$ cat src/atas_pkg.sv
package atas_pkg;
   localparam int CLK_MHZ       = 125;
   localparam int CLK_NS        = 8;
   localparam int TICK_US       = 1;
   localparam int TICK_CYC      = CLK_MHZ * TICK_US;
   localparam int ETRG_MIN_NS   = 20;
   localparam int ETRG_MAX_NS   = 30;
   localparam int ETRG_MIN_CYC  = (ETRG_MIN_NS + CLK_NS - 1) / CLK_NS;
   localparam int ETRG_MAX_CYC  = ETRG_MAX_NS / CLK_NS;
   localparam int ACQ_MAX_US    = 335500;
   localparam int LEVEL_MIN_US  = 3800;
   localparam int LEVEL_MAX_US  = 10000000;
   localparam int INIT_BUSY_US  = 3706;
   localparam int INTER_BUSY_US = 0;
   localparam int FINAL_BUSY_US = 3706;
   localparam int AVG_MIN       = 2;
   localparam int AVG_MAX       = 65535;
   localparam int TW            = 24;
   localparam int NW            = 16;

   localparam logic [11:0] OFS_CTRL   = 12'h000;
   localparam logic [11:0] OFS_STATUS = 12'h004;
   localparam logic [11:0] OFS_ACQ    = 12'h008;
   localparam logic [11:0] OFS_INTEG  = 12'h00c;
   localparam logic [11:0] OFS_SSDLY  = 12'h010;
   localparam logic [11:0] OFS_SSW    = 12'h014;
   localparam logic [11:0] OFS_CSPER  = 12'h018;
   localparam logic [11:0] OFS_CSOFF  = 12'h01c;
   localparam logic [11:0] OFS_NAVG   = 12'h020;
   localparam logic [11:0] OFS_LVLW   = 12'h024;
   localparam logic [9:0]  AVG_W0     = 10'h100;

   localparam int CTRL_GO       = 0;
   localparam int CTRL_MODE_LSB = 1;
   localparam int CTRL_AVG      = 3;
   localparam int CTRL_SS_EN    = 4;
   localparam int CTRL_CS_EN    = 5;
   localparam int STAT_RUN      = 0;
   localparam int STAT_ST_LSB   = 1;
   localparam int STAT_LERR     = 4;
   localparam int STAT_CERR     = 5;
   localparam int STAT_CNT_LSB  = 16;
   localparam int HTRANS_ACT    = 1;

   typedef enum logic [1:0] {
      TRG_SW    = 2'h0,
      TRG_EDGE  = 2'h1,
      TRG_LEVEL = 2'h2
   } atas_trig_t;

   typedef enum logic [2:0] {
      ST_IDLE  = 3'h0,
      ST_DELAY = 3'h1,
      ST_BUSY1 = 3'h3,
      ST_INTEG = 3'h2,
      ST_INTER = 3'h6,
      ST_FINAL = 3'h7
   } atas_state_t;
endpackage

$ cat src/atas_seq.sv
// Implementation choices: the address map and the AHB-Lite register port.
`timescale 1ns/1ps
// Notes on behaviour
// - Level trigger: integration lasts as long as the trigger stayed high.
// - Trigger event follows an external rising edge by 20 to 30 ns.
// - Programmable acquisition delay, 0 to 335500 us in 1 us steps.
// - Single strobe delay and width in us; forced low at integration end.
// - Continuous strobe period in us; forced low at end of integration.
// - Averaging runs several integrations and returns per-pixel averages.
// - Integration count is programmable from 2 to 65535.
// - Averaging accepts software or edge trigger only, never level.
// - Software trigger raises the event when the request is recognised.
// - Edge trigger in averaging raises the event after a fixed short delay.
// - Averaged integrations run back to back with no busy gap.
// - Averaging: single strobe forced low when the first integration ends.
// - Averaging: continuous strobe runs only if period below integration time.
// - Continuous strobe off time is limited to the strobe period.
// - Too short level pulse flags an error and yields an all-zero spectrum.
// - Single strobe delay is counted from the trigger event.
// - Disabled single strobe stays low.
module atas_seq #(
   parameter int TICK_DIV      = atas_pkg::TICK_CYC,      // Cycles per microsecond
   parameter int NPIX          = 64,                      // Pixels per spectrum
   parameter int INIT_BUSY_US  = atas_pkg::INIT_BUSY_US,  // Busy before integration
   parameter int INTER_BUSY_US = atas_pkg::INTER_BUSY_US, // Busy between integrations
   parameter int FINAL_BUSY_US = atas_pkg::FINAL_BUSY_US, // Busy after last integration
   parameter int LEVEL_MIN_US  = atas_pkg::LEVEL_MIN_US,  // Shortest level pulse
   parameter int LEVEL_MAX_US  = atas_pkg::LEVEL_MAX_US   // Longest level pulse
) (
   input  wire logic        i_clk,           // System clock, 125 MHz
   input  wire logic        i_rst,           // Synchronous reset, active high
   input  wire logic        i_ce,            // Clock enable, freezes all state
   input  wire logic        i_hsel,          // AHB-Lite select
   input  wire logic [31:0] i_haddr,         // AHB-Lite address
   input  wire logic [1:0]  i_htrans,        // AHB-Lite transfer type
   input  wire logic        i_hwrite,        // AHB-Lite write
   input  wire logic [2:0]  i_hsize,         // AHB-Lite size, word only
   input  wire logic [31:0] i_hwdata,        // AHB-Lite write data
   input  wire logic        i_hready,        // AHB-Lite bus ready
   output logic             o_hreadyout,     // AHB-Lite slave ready
   output logic             o_hresp,         // AHB-Lite response, always OKAY
   output logic [31:0]      o_hrdata,        // AHB-Lite read data
   input  wire logic        i_ext_trig,      // External trigger pin
   input  wire logic        i_pix_valid,     // Detector pixel strobe
   input  wire logic [15:0] i_pix_data,      // Detector pixel value
   output logic             o_single_strobe, // Single strobe pin
   output logic             o_cont_strobe,   // Continuous strobe pin
   output logic             o_integrating    // High during integration
);
   localparam int TW = atas_pkg::TW;
   localparam int NW = atas_pkg::NW;
   localparam int PW = $clog2(NPIX);
   localparam logic [TW-1:0] INIT_L  = TW'(INIT_BUSY_US);
   localparam logic [TW-1:0] INTER_L = TW'(INTER_BUSY_US);
   localparam logic [TW-1:0] FINAL_L = TW'(FINAL_BUSY_US);
   localparam logic [TW-1:0] LMIN_L  = TW'(LEVEL_MIN_US);
   localparam logic [TW-1:0] LMAX_L  = TW'(LEVEL_MAX_US);
   localparam logic [TW-1:0] ACQ_L   = TW'(atas_pkg::ACQ_MAX_US);
   localparam logic [NW-1:0] NMIN_L  = NW'(atas_pkg::AVG_MIN);

   generate
      if (TICK_DIV < 2 || NPIX < 2 || NPIX > 256 || LEVEL_MIN_US < 1 ||
          LEVEL_MAX_US >= 2**TW || INIT_BUSY_US < 1 || FINAL_BUSY_US < 1) begin : g_bad
         $error("atas_seq: unsupported parameter values");
      end
   endgenerate

   logic                  tick;
   logic                  trig_s;
   logic                  trig_d;
   logic                  edge_q;
   logic                  edge_evt;
   logic                  ap_wr;
   logic                  ap_rd;
   logic [11:0]           ap_addr;
   logic [31:0]           rd_mux;
   atas_pkg::atas_trig_t  trig_mode;
   logic                  avg_en;
   logic                  ss_en;
   logic                  cs_en;
   logic                  sw_go;
   logic [TW-1:0]         acq_dly;
   logic [TW-1:0]         integ_us;
   logic [TW-1:0]         ss_dly;
   logic [TW-1:0]         ss_w;
   logic [TW-1:0]         cs_per;
   logic [TW-1:0]         cs_off;
   logic [NW-1:0]         navg;
   atas_pkg::atas_state_t st;
   atas_pkg::atas_state_t next_st;
   logic [TW-1:0]         cnt;
   logic [TW-1:0]         lim;
   logic [TW-1:0]         ss_cnt;
   logic [TW-1:0]         cs_cnt;
   logic [TW-1:0]         hi_us;
   logic [TW-1:0]         off_eff;
   logic                  lvl_on;
   logic                  lvl_done;
   logic                  lvl_err;
   logic                  ss_cut;
   logic [NW-1:0]         integ_k;
   logic [NW-1:0]         n_eff;
   logic                  level_sel;
   logic                  cfg_err;
   logic                  evt;
   logic                  st_done;
   logic                  integ_end;
   logic                  more;
   logic                  cs_allow;
   logic                  next_ss;
   logic                  next_cs;
   logic [PW-1:0]         pix_idx;
   logic                  first_pass;
   logic [31:0]           acc [NPIX];
   logic [9:0]            widx;
   logic [PW-1:0]         aidx;

   atas_tick #(.DIV(TICK_DIV)) u_tick (
      .i_clk  (i_clk),
      .i_rst  (i_rst),
      .i_ce   (i_ce),
      .o_tick (tick)
   );

   atas_sync u_sync (
      .i_clk   (i_clk),
      .i_rst   (i_rst),
      .i_ce    (i_ce),
      .i_async (i_ext_trig),
      .o_sync  (trig_s)
   );

   // AHB-Lite slave: writes take no wait state, reads one
   wire ahb_go = i_hsel & i_htrans[atas_pkg::HTRANS_ACT] & i_hready;

   always_ff @(posedge i_clk) begin
      if (i_rst) begin
         ap_wr <= 1'b0;
         ap_rd <= 1'b0;
         ap_addr <= '0;
         o_hreadyout <= 1'b1;
         o_hresp <= 1'b0;
         o_hrdata <= '0;
      end else if (i_ce) begin
         ap_wr <= ahb_go & i_hwrite;
         ap_rd <= ahb_go & ~i_hwrite;
         if (ahb_go) begin
            ap_addr <= i_haddr[11:0];
         end
         o_hreadyout <= ~(ahb_go & ~i_hwrite);
         o_hresp <= 1'b0;
         if (ap_rd) begin
            o_hrdata <= rd_mux;
         end
      end
   end

   assign widx = ap_addr[11:2];
   assign aidx = PW'(widx - atas_pkg::AVG_W0);

   always_comb begin
      rd_mux = '0;
      if (widx >= atas_pkg::AVG_W0 && widx < atas_pkg::AVG_W0 + 10'(NPIX)) begin
         rd_mux = lvl_err ? '0 : acc[aidx] / {16'h0000, n_eff};
      end else begin
         case (ap_addr)
            atas_pkg::OFS_CTRL: begin
               rd_mux[atas_pkg::CTRL_MODE_LSB +: 2] = trig_mode;
               rd_mux[atas_pkg::CTRL_AVG] = avg_en;
               rd_mux[atas_pkg::CTRL_SS_EN] = ss_en;
               rd_mux[atas_pkg::CTRL_CS_EN] = cs_en;
            end
            atas_pkg::OFS_STATUS: begin
               rd_mux[atas_pkg::STAT_RUN] = (st != atas_pkg::ST_IDLE);
               rd_mux[atas_pkg::STAT_ST_LSB +: 3] = st;
               rd_mux[atas_pkg::STAT_LERR] = lvl_err;
               rd_mux[atas_pkg::STAT_CERR] = cfg_err;
               rd_mux[atas_pkg::STAT_CNT_LSB +: NW] = integ_k;
            end
            atas_pkg::OFS_ACQ:   rd_mux[TW-1:0] = acq_dly;
            atas_pkg::OFS_INTEG: rd_mux[TW-1:0] = integ_us;
            atas_pkg::OFS_SSDLY: rd_mux[TW-1:0] = ss_dly;
            atas_pkg::OFS_SSW:   rd_mux[TW-1:0] = ss_w;
            atas_pkg::OFS_CSPER: rd_mux[TW-1:0] = cs_per;
            atas_pkg::OFS_CSOFF: rd_mux[TW-1:0] = cs_off;
            atas_pkg::OFS_NAVG:  rd_mux[NW-1:0] = navg;
            atas_pkg::OFS_LVLW:  rd_mux[TW-1:0] = hi_us;
            default:             rd_mux = '0;
         endcase
      end
   end

   always_ff @(posedge i_clk) begin
      if (i_rst) begin
         trig_mode <= atas_pkg::TRG_SW;
         avg_en <= 1'b0;
         ss_en <= 1'b0;
         cs_en <= 1'b0;
         sw_go <= 1'b0;
         acq_dly <= '0;
         integ_us <= LMIN_L;
         ss_dly <= '0;
         ss_w <= '0;
         cs_per <= '0;
         cs_off <= '0;
         navg <= NMIN_L;
      end else if (i_ce) begin
         sw_go <= 1'b0;
         if (ap_wr) begin
            case (ap_addr)
               atas_pkg::OFS_CTRL: begin
                  trig_mode <= atas_pkg::atas_trig_t'(i_hwdata[atas_pkg::CTRL_MODE_LSB +: 2]);
                  avg_en <= i_hwdata[atas_pkg::CTRL_AVG];
                  ss_en <= i_hwdata[atas_pkg::CTRL_SS_EN];
                  cs_en <= i_hwdata[atas_pkg::CTRL_CS_EN];
                  sw_go <= i_hwdata[atas_pkg::CTRL_GO];
               end
               atas_pkg::OFS_ACQ:
                  acq_dly <= (i_hwdata > 32'(ACQ_L)) ? ACQ_L : i_hwdata[TW-1:0];
               atas_pkg::OFS_INTEG: integ_us <= i_hwdata[TW-1:0];
               atas_pkg::OFS_SSDLY: ss_dly <= i_hwdata[TW-1:0];
               atas_pkg::OFS_SSW:   ss_w <= i_hwdata[TW-1:0];
               atas_pkg::OFS_CSPER: cs_per <= i_hwdata[TW-1:0];
               atas_pkg::OFS_CSOFF: cs_off <= i_hwdata[TW-1:0];
               atas_pkg::OFS_NAVG:
                  navg <= (i_hwdata[NW-1:0] < NMIN_L) ? NMIN_L : i_hwdata[NW-1:0];
               default: ;
            endcase
         end
      end
   end

   // Trigger event pipeline after the synchroniser
   always_ff @(posedge i_clk) begin
      if (i_rst) begin
         trig_d <= 1'b0;
         edge_q <= 1'b0;
         edge_evt <= 1'b0;
      end else if (i_ce) begin
         trig_d <= trig_s;
         edge_q <= trig_s & ~trig_d;
         edge_evt <= edge_q;
      end
   end

   assign level_sel = (trig_mode == atas_pkg::TRG_LEVEL) && !avg_en;
   assign cfg_err = avg_en && (trig_mode == atas_pkg::TRG_LEVEL);
   assign evt = (st == atas_pkg::ST_IDLE) && !cfg_err &&
                (((trig_mode == atas_pkg::TRG_SW) && sw_go) ||
                 ((trig_mode == atas_pkg::TRG_EDGE || level_sel) && edge_evt));
   assign n_eff = avg_en ? navg : NW'(1);
   assign more = ({1'b0, integ_k} + 17'h00001) < {1'b0, n_eff};

   always_comb begin
      case (st)
         atas_pkg::ST_DELAY: lim = acq_dly;
         atas_pkg::ST_BUSY1: lim = INIT_L;
         atas_pkg::ST_INTEG: lim = level_sel ? hi_us : integ_us;
         atas_pkg::ST_INTER: lim = INTER_L;
         atas_pkg::ST_FINAL: lim = FINAL_L;
         default:            lim = '0;
      endcase
   end

   assign st_done = ((lim == '0) || (tick && cnt >= lim - 1'b1)) &&
                    !(st == atas_pkg::ST_INTEG && level_sel && !lvl_done);
   assign integ_end = (st == atas_pkg::ST_INTEG) && st_done;

   always_comb begin
      next_st = st;
      case (st)
         atas_pkg::ST_IDLE:  if (evt) next_st = atas_pkg::ST_DELAY;
         atas_pkg::ST_DELAY: if (st_done) next_st = atas_pkg::ST_BUSY1;
         atas_pkg::ST_BUSY1: if (st_done) next_st = atas_pkg::ST_INTEG;
         atas_pkg::ST_INTEG: begin
            if (st_done && !more) begin
               next_st = atas_pkg::ST_FINAL;
            end else if (st_done && INTER_L != '0) begin
               next_st = atas_pkg::ST_INTER;
            end
         end
         atas_pkg::ST_INTER: if (st_done) next_st = atas_pkg::ST_INTEG;
         atas_pkg::ST_FINAL: if (st_done) next_st = atas_pkg::ST_IDLE;
         default:            next_st = atas_pkg::ST_IDLE;
      endcase
   end

   always_ff @(posedge i_clk) begin
      if (i_rst) begin
         st <= atas_pkg::ST_IDLE;
         cnt <= '0;
         integ_k <= '0;
      end else if (i_ce) begin
         st <= next_st;
         if (next_st != st || integ_end) begin
            cnt <= '0;
         end else if (tick && cnt != '1) begin
            cnt <= cnt + 1'b1;
         end
         if (evt) begin
            integ_k <= '0;
         end else if (integ_end) begin
            integ_k <= integ_k + 1'b1;
         end
      end
   end

   // High time of the level trigger, measured from the event
   always_ff @(posedge i_clk) begin
      if (i_rst) begin
         lvl_on <= 1'b0;
         lvl_done <= 1'b1;
         lvl_err <= 1'b0;
         hi_us <= '0;
      end else if (i_ce) begin
         if (evt) begin
            lvl_on <= level_sel;
            lvl_done <= !level_sel;
            lvl_err <= 1'b0;
            hi_us <= '0;
         end else if (lvl_on) begin
            if (!trig_s) begin
               lvl_on <= 1'b0;
               lvl_done <= 1'b1;
               lvl_err <= (hi_us < LMIN_L);
            end else if (tick && hi_us < LMAX_L) begin
               hi_us <= hi_us + 1'b1;
            end
         end
      end
   end

   assign off_eff = (cs_off > cs_per) ? cs_per : cs_off;
   assign cs_allow = cs_en && (cs_per != '0) &&
                     (level_sel || cs_per < integ_us);
   assign next_ss = ss_en && (st != atas_pkg::ST_IDLE) && !ss_cut &&
                    !(integ_end && integ_k == '0) &&
                    (ss_cnt >= ss_dly) && (ss_cnt - ss_dly < ss_w);
   assign next_cs = cs_allow && (st == atas_pkg::ST_INTEG) &&
                    !(integ_end && !more) && (cs_cnt >= off_eff);

   always_ff @(posedge i_clk) begin
      if (i_rst) begin
         ss_cnt <= '0;
         ss_cut <= 1'b0;
         cs_cnt <= '0;
         o_single_strobe <= 1'b0;
         o_cont_strobe <= 1'b0;
         o_integrating <= 1'b0;
      end else if (i_ce) begin
         if (evt) begin
            ss_cnt <= '0;
         end else if (tick && ss_cnt != '1) begin
            ss_cnt <= ss_cnt + 1'b1;
         end
         if (evt) begin
            ss_cut <= 1'b0;
         end else if (integ_end) begin
            ss_cut <= 1'b1;
         end
         if (st != atas_pkg::ST_INTEG) begin
            cs_cnt <= '0;
         end else if (tick) begin
            cs_cnt <= (cs_cnt >= cs_per - 1'b1) ? '0 : cs_cnt + 1'b1;
         end
         o_single_strobe <= next_ss;
         o_cont_strobe <= next_cs;
         o_integrating <= (next_st == atas_pkg::ST_INTEG);
      end
   end

   // Per-pixel accumulation over all integrations of a cycle
   always_ff @(posedge i_clk) begin
      if (i_rst) begin
         pix_idx <= '0;
         first_pass <= 1'b1;
      end else if (i_ce) begin
         if (evt) begin
            pix_idx <= '0;
            first_pass <= 1'b1;
         end else if (i_pix_valid) begin
            if (pix_idx == PW'(NPIX - 1)) begin
               pix_idx <= '0;
               first_pass <= 1'b0;
            end else begin
               pix_idx <= pix_idx + 1'b1;
            end
         end
      end
   end

   always_ff @(posedge i_clk) begin
      if (i_ce && i_pix_valid && !evt) begin
         acc[pix_idx] <= first_pass ? {16'h0000, i_pix_data}
                                    : acc[pix_idx] + {16'h0000, i_pix_data};
      end
   end
endmodule

$ cat src/atas_sync.sv
`timescale 1ns/1ps
module atas_sync (
   input  wire logic i_clk,    // System clock
   input  wire logic i_rst,    // Synchronous reset, active high
   input  wire logic i_ce,     // Clock enable
   input  wire logic i_async,  // Level from outside the clock domain
   output logic      o_sync    // Synchronised level
);
   logic meta;

   always_ff @(posedge i_clk) begin
      if (i_rst) begin
         meta <= 1'b0;
         o_sync <= 1'b0;
      end else if (i_ce) begin
         meta <= i_async;
         o_sync <= meta;
      end
   end
endmodule

$ cat src/atas_tick.sv
`timescale 1ns/1ps
module atas_tick #(
   parameter int DIV = atas_pkg::TICK_CYC
) (
   input  wire logic i_clk,   // System clock
   input  wire logic i_rst,   // Synchronous reset, active high
   input  wire logic i_ce,    // Clock enable
   output logic      o_tick   // One-cycle pulse every microsecond
);
   localparam int CW = $clog2(DIV);
   logic [CW-1:0] cnt;

   always_ff @(posedge i_clk) begin
      if (i_rst) begin
         cnt <= '0;
         o_tick <= 1'b0;
      end else if (i_ce) begin
         o_tick <= (cnt == CW'(DIV - 1));
         cnt <= (cnt == CW'(DIV - 1)) ? '0 : cnt + 1'b1;
      end
   end
endmodule

$ cat config.mk
export PLATFORM = sky130hd
export DESIGN_NAME = atas_seq
export DESIGN_NICKNAME = d
export VERILOG_FILES = /design/src/atas_pkg.sv /design/src/atas_seq.sv /design/src/atas_sync.sv /design/src/atas_tick.sv
export SDC_FILE = /design/constraint.sdc
export NUM_CORES = 2
export LEC_CHECK = 0
export BUFFER_PORTS_ARGS = -buffer_cell sky130_fd_sc_hd__buf_2
export CAP_MARGIN = 20
export CORE_UTILIZATION = 60
export DETAILED_ROUTE_END_ITERATION = 6
export HOLD_SLACK_MARGIN = 0.06
export PLACE_DENSITY = 0.76
export SETUP_SLACK_MARGIN = 0.05
export SLEW_MARGIN = 20
export SYNTH_ARGS = -nofsm -noshare
export SYNTH_HDL_FRONTEND = slang
export SYNTH_HIERARCHICAL = 1
export SYNTH_SLANG_ARGS = --single-unit
$ cat constraint.sdc
create_clock -name i_clk -period 140.3 [get_ports i_clk]
set_input_delay 21.045 -clock i_clk [delete_from_list [all_inputs] [get_ports i_clk]]
set_output_delay 21.045 -clock i_clk [all_outputs]
set_load 0.005 [all_outputs]
Word-level counts from Yosys, hierarchy flattened. Memory sizes are Yosys's and may differ from the RTL's. A register that Yosys moved wholly into a read port is not among the register bits. Cells that the tools add are included. Widths: inputs -> output; s select.

Flip-flop bits (word level): 355. Memory bits (writable): 2048. Bits of input ports: 93. Output and inout bits: 37. Word-level logic and storage cells: 238. Memories kept: 1.

Memory list: acc (words 64, width 32, read ports 2, clocked after memory_dff 1, write ports 1, line atas_seq.sv:114) `logic [31:0] acc [NPIX];`.

Add/subtract/negate cells: 13. Div/mod/pow operators: 1. Order comparisons: 14. Eq/ne operators: 24. Mux-type cells: 57. Bitwise operators: 8. Reduce and logical (&&, ||, !) cells: 81.

Operators with widths (number): $mux 24 (14); $add 24x1->24 const B (4); $ge 24x24->1 (4); $mux 32 (3); $pmux 10 s8 (1); $pmux 24 s3 (1); $mux 16 (4); $pmux 8 s8 (1); $pmux 5 s10 (1); $eq 12x5->1 const B (4); $lt 24x24->1 (2); $ne 24x24->1 const B (2); $sub 24x1->24 const B (2); $add 32x16->32 (1); $div 32x16->32 (1); $gt 32x19->1 const B (1); $logic_and 1x1->1 (30); $mux 6 (5); $reduce_and 3->1 (10); $eq 12x4->1 const B (2); $eq 12x6->1 const B (2); $gt 24x24->1 (1); $logic_not 24->1 (1); $lt 24x12->1 const B (1); 42 further kinds (100).

Logic depth before layout (Yosys ltp).
Depth after elaboration: 16. Gate-level depth with buffers: 478.

Hierarchy. Netlist, hierarchy kept.

By module, submodules not included: atas_seq (instances 1, cells an instance 10330, area each 139134.7 µm², seq. area each 68645.8 µm²); atas_tick (instances 1, cells an instance 48, area each 411.6 µm², seq. area each 160.2 µm²); atas_sync (instances 1, cells an instance 6, area each 67.6 µm², seq. area each 40.0 µm²).

Worst setup path after synthesis. OpenSTA, ideal clock, no wires.

Path type: register -> register. Start point: reg avg_en. End point: reg o_hrdata[0]. Setup time: 0.127 ns. Arrival: 90.637 ns. Data required time: 140.173 ns. Path slack: 49.536 ns. Cell stages (with the launch flop): 449. Path buffers: 49. Cells stage by stage: dfxtp_1 > clkbuf_1 > clkbuf_1 > clkbuf_1 > nand2b_1 > inv_1 > ha_1 > a22oi_1 > ha_1 > o21a_1 > nor2_1 > nor2_1 > mux2_2 > ha_1 > or2_2 > o221ai_1 > or2_2 > mux2_2 > (+413 left out) > nor2b_1 > o21ai_0 > nand2b_1 > a21oi_1 > nor2b_1 > o21ai_0 > nand2b_1 > a21oi_1 > nor2b_1 > o21ai_0 > nand2b_1 > a21oi_1 > nor2b_1 > o21ai_0 > nand4b_1 > a221oi_1 > and4_1 > a31oi_1.

Longest elaborated chain between the ends: 4.

RTL lines: start: declaration (line atas_seq.sv:78) `logic avg_en;`; start signal: assignment (line atas_seq.sv:213) `avg_en <= i_hwdata[atas_pkg::CTRL_AVG];`; $mux 16 (line atas_seq.sv:251) `assign n_eff = avg_en ? navg : NW'(1);`; $div 32x16->32 (line atas_seq.sv:164) `rd_mux = lvl_err ? '0 : acc[aidx] / {16'h0000, n_eff};`; $mux 32 (line atas_seq.sv:164); $mux 32 (line atas_seq.sv:163) `if (widx >= atas_pkg::AVG_W0 && widx < atas_pkg::AVG_W0 + 10'(NPIX)) begin`; end signal: assignment (line atas_seq.sv:153) `o_hrdata <= rd_mux;`; end: declaration (line atas_seq.sv:42) `output logic [31:0] o_hrdata,`.

No other way between the ends. A chain may end at the register's enable or synchronous reset.

==> results.cfg <==
[synthesis]
synth_compound_gate_area_share = 0.0942
synth_seq_cells = 2415
yosys-mux-area-fraction = 0.220
ys_dominant_reg_cell = edfxtp_1
postSynth.asyncResetShare = 0
yosysUniqueCellTypes = 142
yosysWarningCount = 6
synth_xor_xnor_area_share = 0.0204
synth_simple_gate_area_share = 0.0929
synth.largest_area_cell = edfxtp_1
dominant_combinational_cell_family_by_area_after_synthesis = multiplexers
ys_top_cells_by_count = edfxtp_1, mux4_2, nand2_1, nor2_1, a21oi_1
synth_area_leaders = edfxtp_1, mux4_2, ha_1
synth_edf_count = 2048
netlist_instances = 10400
mappedNetlistArea_um2 = 140000
post-synth-top-count-cell = edfxtp_1
synth_seq_area_share = 0.493
syn_nets = 11100
avg_inst_size_synth_um2 = 13.4
yosys.area_share.adder = 0.0544
post-synth-top-area-fraction = 0.440

[timing]
rsz0062_at_grt = false
finalCritPeriodShare = 0.765
finalHoldWorstSlack_ns = 0.461
max_slew_margin = 0.152
worstMarginPinSlew_ns = 1.27
clock.fmax_mhz = 9.32
timing.final.setup_violations = 0
finClkSkew_ns = 0.141
timing_hold_violations_final = 0
maxSlewViolCount = 0
tns_ns = 0
min_period_ns = 107.31

[cts]
cts_tree = done
max-clock-path-buffers = 3
insertion_delay_ns = 0.95
cts_setup_buffers = 0
cts_inserted_buffers = 239
total_number_of_h_tree_levels = 4
ctsResizeCount = 0
worst_setup_hold_path_clk_slew_ns = 0.08
cts_hold_buffers = 0
clock_sinks = 2415
clockRootBuffer = clkbuf_16

[layout]
layout.filler_cells = 15600
final-instance-count-excl-fill = 13700
nets = 11100
drive_above_1_share = 0.220
post-route-util = 0.664
areaGrowthSynthToFinish_pct = 9.59

[floorplanning]
boundaryPins = 130
die_h_um = 484
row_count = 176
start_util = 0.606
chipWidth_um = 484
core_box_area_um2 = 231000
die_area_um2 = 235000

[worst_setup_path]
crit_required_ns = 140.99
critPathTopFamily = compound AO/OA/AOI/OAI gates
worst-path-buf-inv = 24
r2r_setup_slack_ns = 32.99
worst-path-max-fanout = 58
arrival_ns = 107.99
critPathCaptureType = flop
timing.setup.critical_path_class = reg2reg
start_kind = flop
cpMaxStageDelayCell = buf_4
cpMostUsedCell = o21a_1
cpPeakStageDelay_ns = 0.89

[routing]
drt_first_pass_iters = 7
vias_per_cell = 7.54
wirelength_um = 484000
drcViolationCount = 16
drt_first_iter_violations = 15900
ant_nets = 0
num_vias = 103000
post_drt_wl_per_cell_um = 35.5

[placement]
place.gp.congestion = 0.962
dp_cells = 13200
post-dp-hpwl_um = 286000
io_buffer_count = 104

[status]
failing_checks = design-rule violations
status = finished with violations

[global_route]
groute.usage.overall = 0.402
grt_antenna_before_repair = 18
overflow = 0
via_count_of_the_first_global_routing_pass = 101000
maximum_number_of_pins_on_one_net_before_global_route_repair = 138
grt_pass1_wl_um = 687000

[job]
max_cap_viol_count = 0

[worst_hold_path]
worstHoldPathType = reg2reg
==> state kept, by name, indices dropped and copies added, names as in the netlist, 24 cells and up, named ones only <==
signal / count
acc: 2048
cnt: 24
cs_cnt: 24
ss_cnt: 24
cs_off: 24
hi_us: 24
o_hrdata: 32
acq_dly: 24
ss_w: 24
integ_us: 24
cs_per: 24
ss_dly: 24
==> worst register-to-register path: cells and delay by family, from the launching register on <==
| kind | cells | cell delay [ns] |
|---|---|---|
| adder cells (fa/ha/maj) | 32 | 10.67 |
| AO/OA/AOI/OAI | 263 | 60.35 |
| flip-flops | 1 | 0.71 |
| AND/OR/NAND/NOR | 102 | 23.35 |
| buffers and inverters | 24 | 7.49 |
| multiplexers | 12 | 4.38 |
==> placed cells by master, fill, tap and decap left out, drive strengths merged, types with 43 or more instances in the layout <==
master / n
mux2i: 180
clkbuf: 292
inv: 237
or2: 67
buf: 351
xor2: 149
mux2: 95
a31oi: 47
a21oi: 606
nand3: 135
nand4: 81
o21a: 225
xnor2: 176
nand2b: 89
nor2b: 100
a22oi: 76
and2: 81
clkinv: 104
nor2: 707
and3: 72
nor3: 306
nor4: 43
mux4: 1234
edfxtp: 2048
dfxtp: 367
o211ai: 62
or3: 69
a21o: 103
o21ai: 353
a211oi: 57
o31ai: 120
ha: 601
nand2: 844
==> final cells by class <==
class,instances,area [um2],area share
flip-flops and latches,2415,68900,0.450
multi-input cells,7156,68100,0.445
clock buffers,291,6370,0.0416
well taps,3026,3790,0.0247
repair buffers,352,2880,0.0188
clock inverters,160,2010,0.0131
inverters,233,876,0.00572
diodes,19,47.5,0.000311
==> per-layer routing <==
layer  GRT usage  wire [um]  vias up
met5     0.00163        238        -
met4       0.278      40300       24
li1            -          -    41400
met1       0.492     156000    50400
met2       0.608     215000     8742
met3       0.131      72500     2320
==> cell families after synthesis <==
| group | Yosys count |
|---|---|
| adders and majority gates | 606 |
| AOI/OAI and AO/OA | 1995 |
| muxes | 1509 |
| buffers and inverters | 813 |
| DFF | 2415 |
| other | 1 |
| xor gates and xnor gates | 325 |
| and+or+nand+nor | 2720 |
==> through the flow <==
step | area, um2 | worst slack, ns
final | 153000 | 32.99
after global routing | 153000 | 26.13
after CTS | 153000 | 34.29
after detailed placement | 144000 | 35.02
after global placement | 144000 | 36.59
after floorplan | 140000 | 49.54
==> path summary, 6_finish.rpt <==
path | endpoint | cells after the start | startpoint
hold reg to reg | ap_addr[1]$_SDFFE_PP0P_ | 2 | ap_addr[1]$_SDFFE_PP0P_
setup reg to reg | o_hrdata[0]$_SDFFE_PP0P_ | 433 | flop
hold / removal | ap_addr[1]$_SDFFE_PP0P_ | 2 | ap_addr[1]$_SDFFE_PP0P_
setup / recovery | o_hrdata[0]$_SDFFE_PP0P_ | 433 | flop
Power is not shown: default switching activity piles up to over one toggle a cycle in this logic, so the estimate is an artifact.
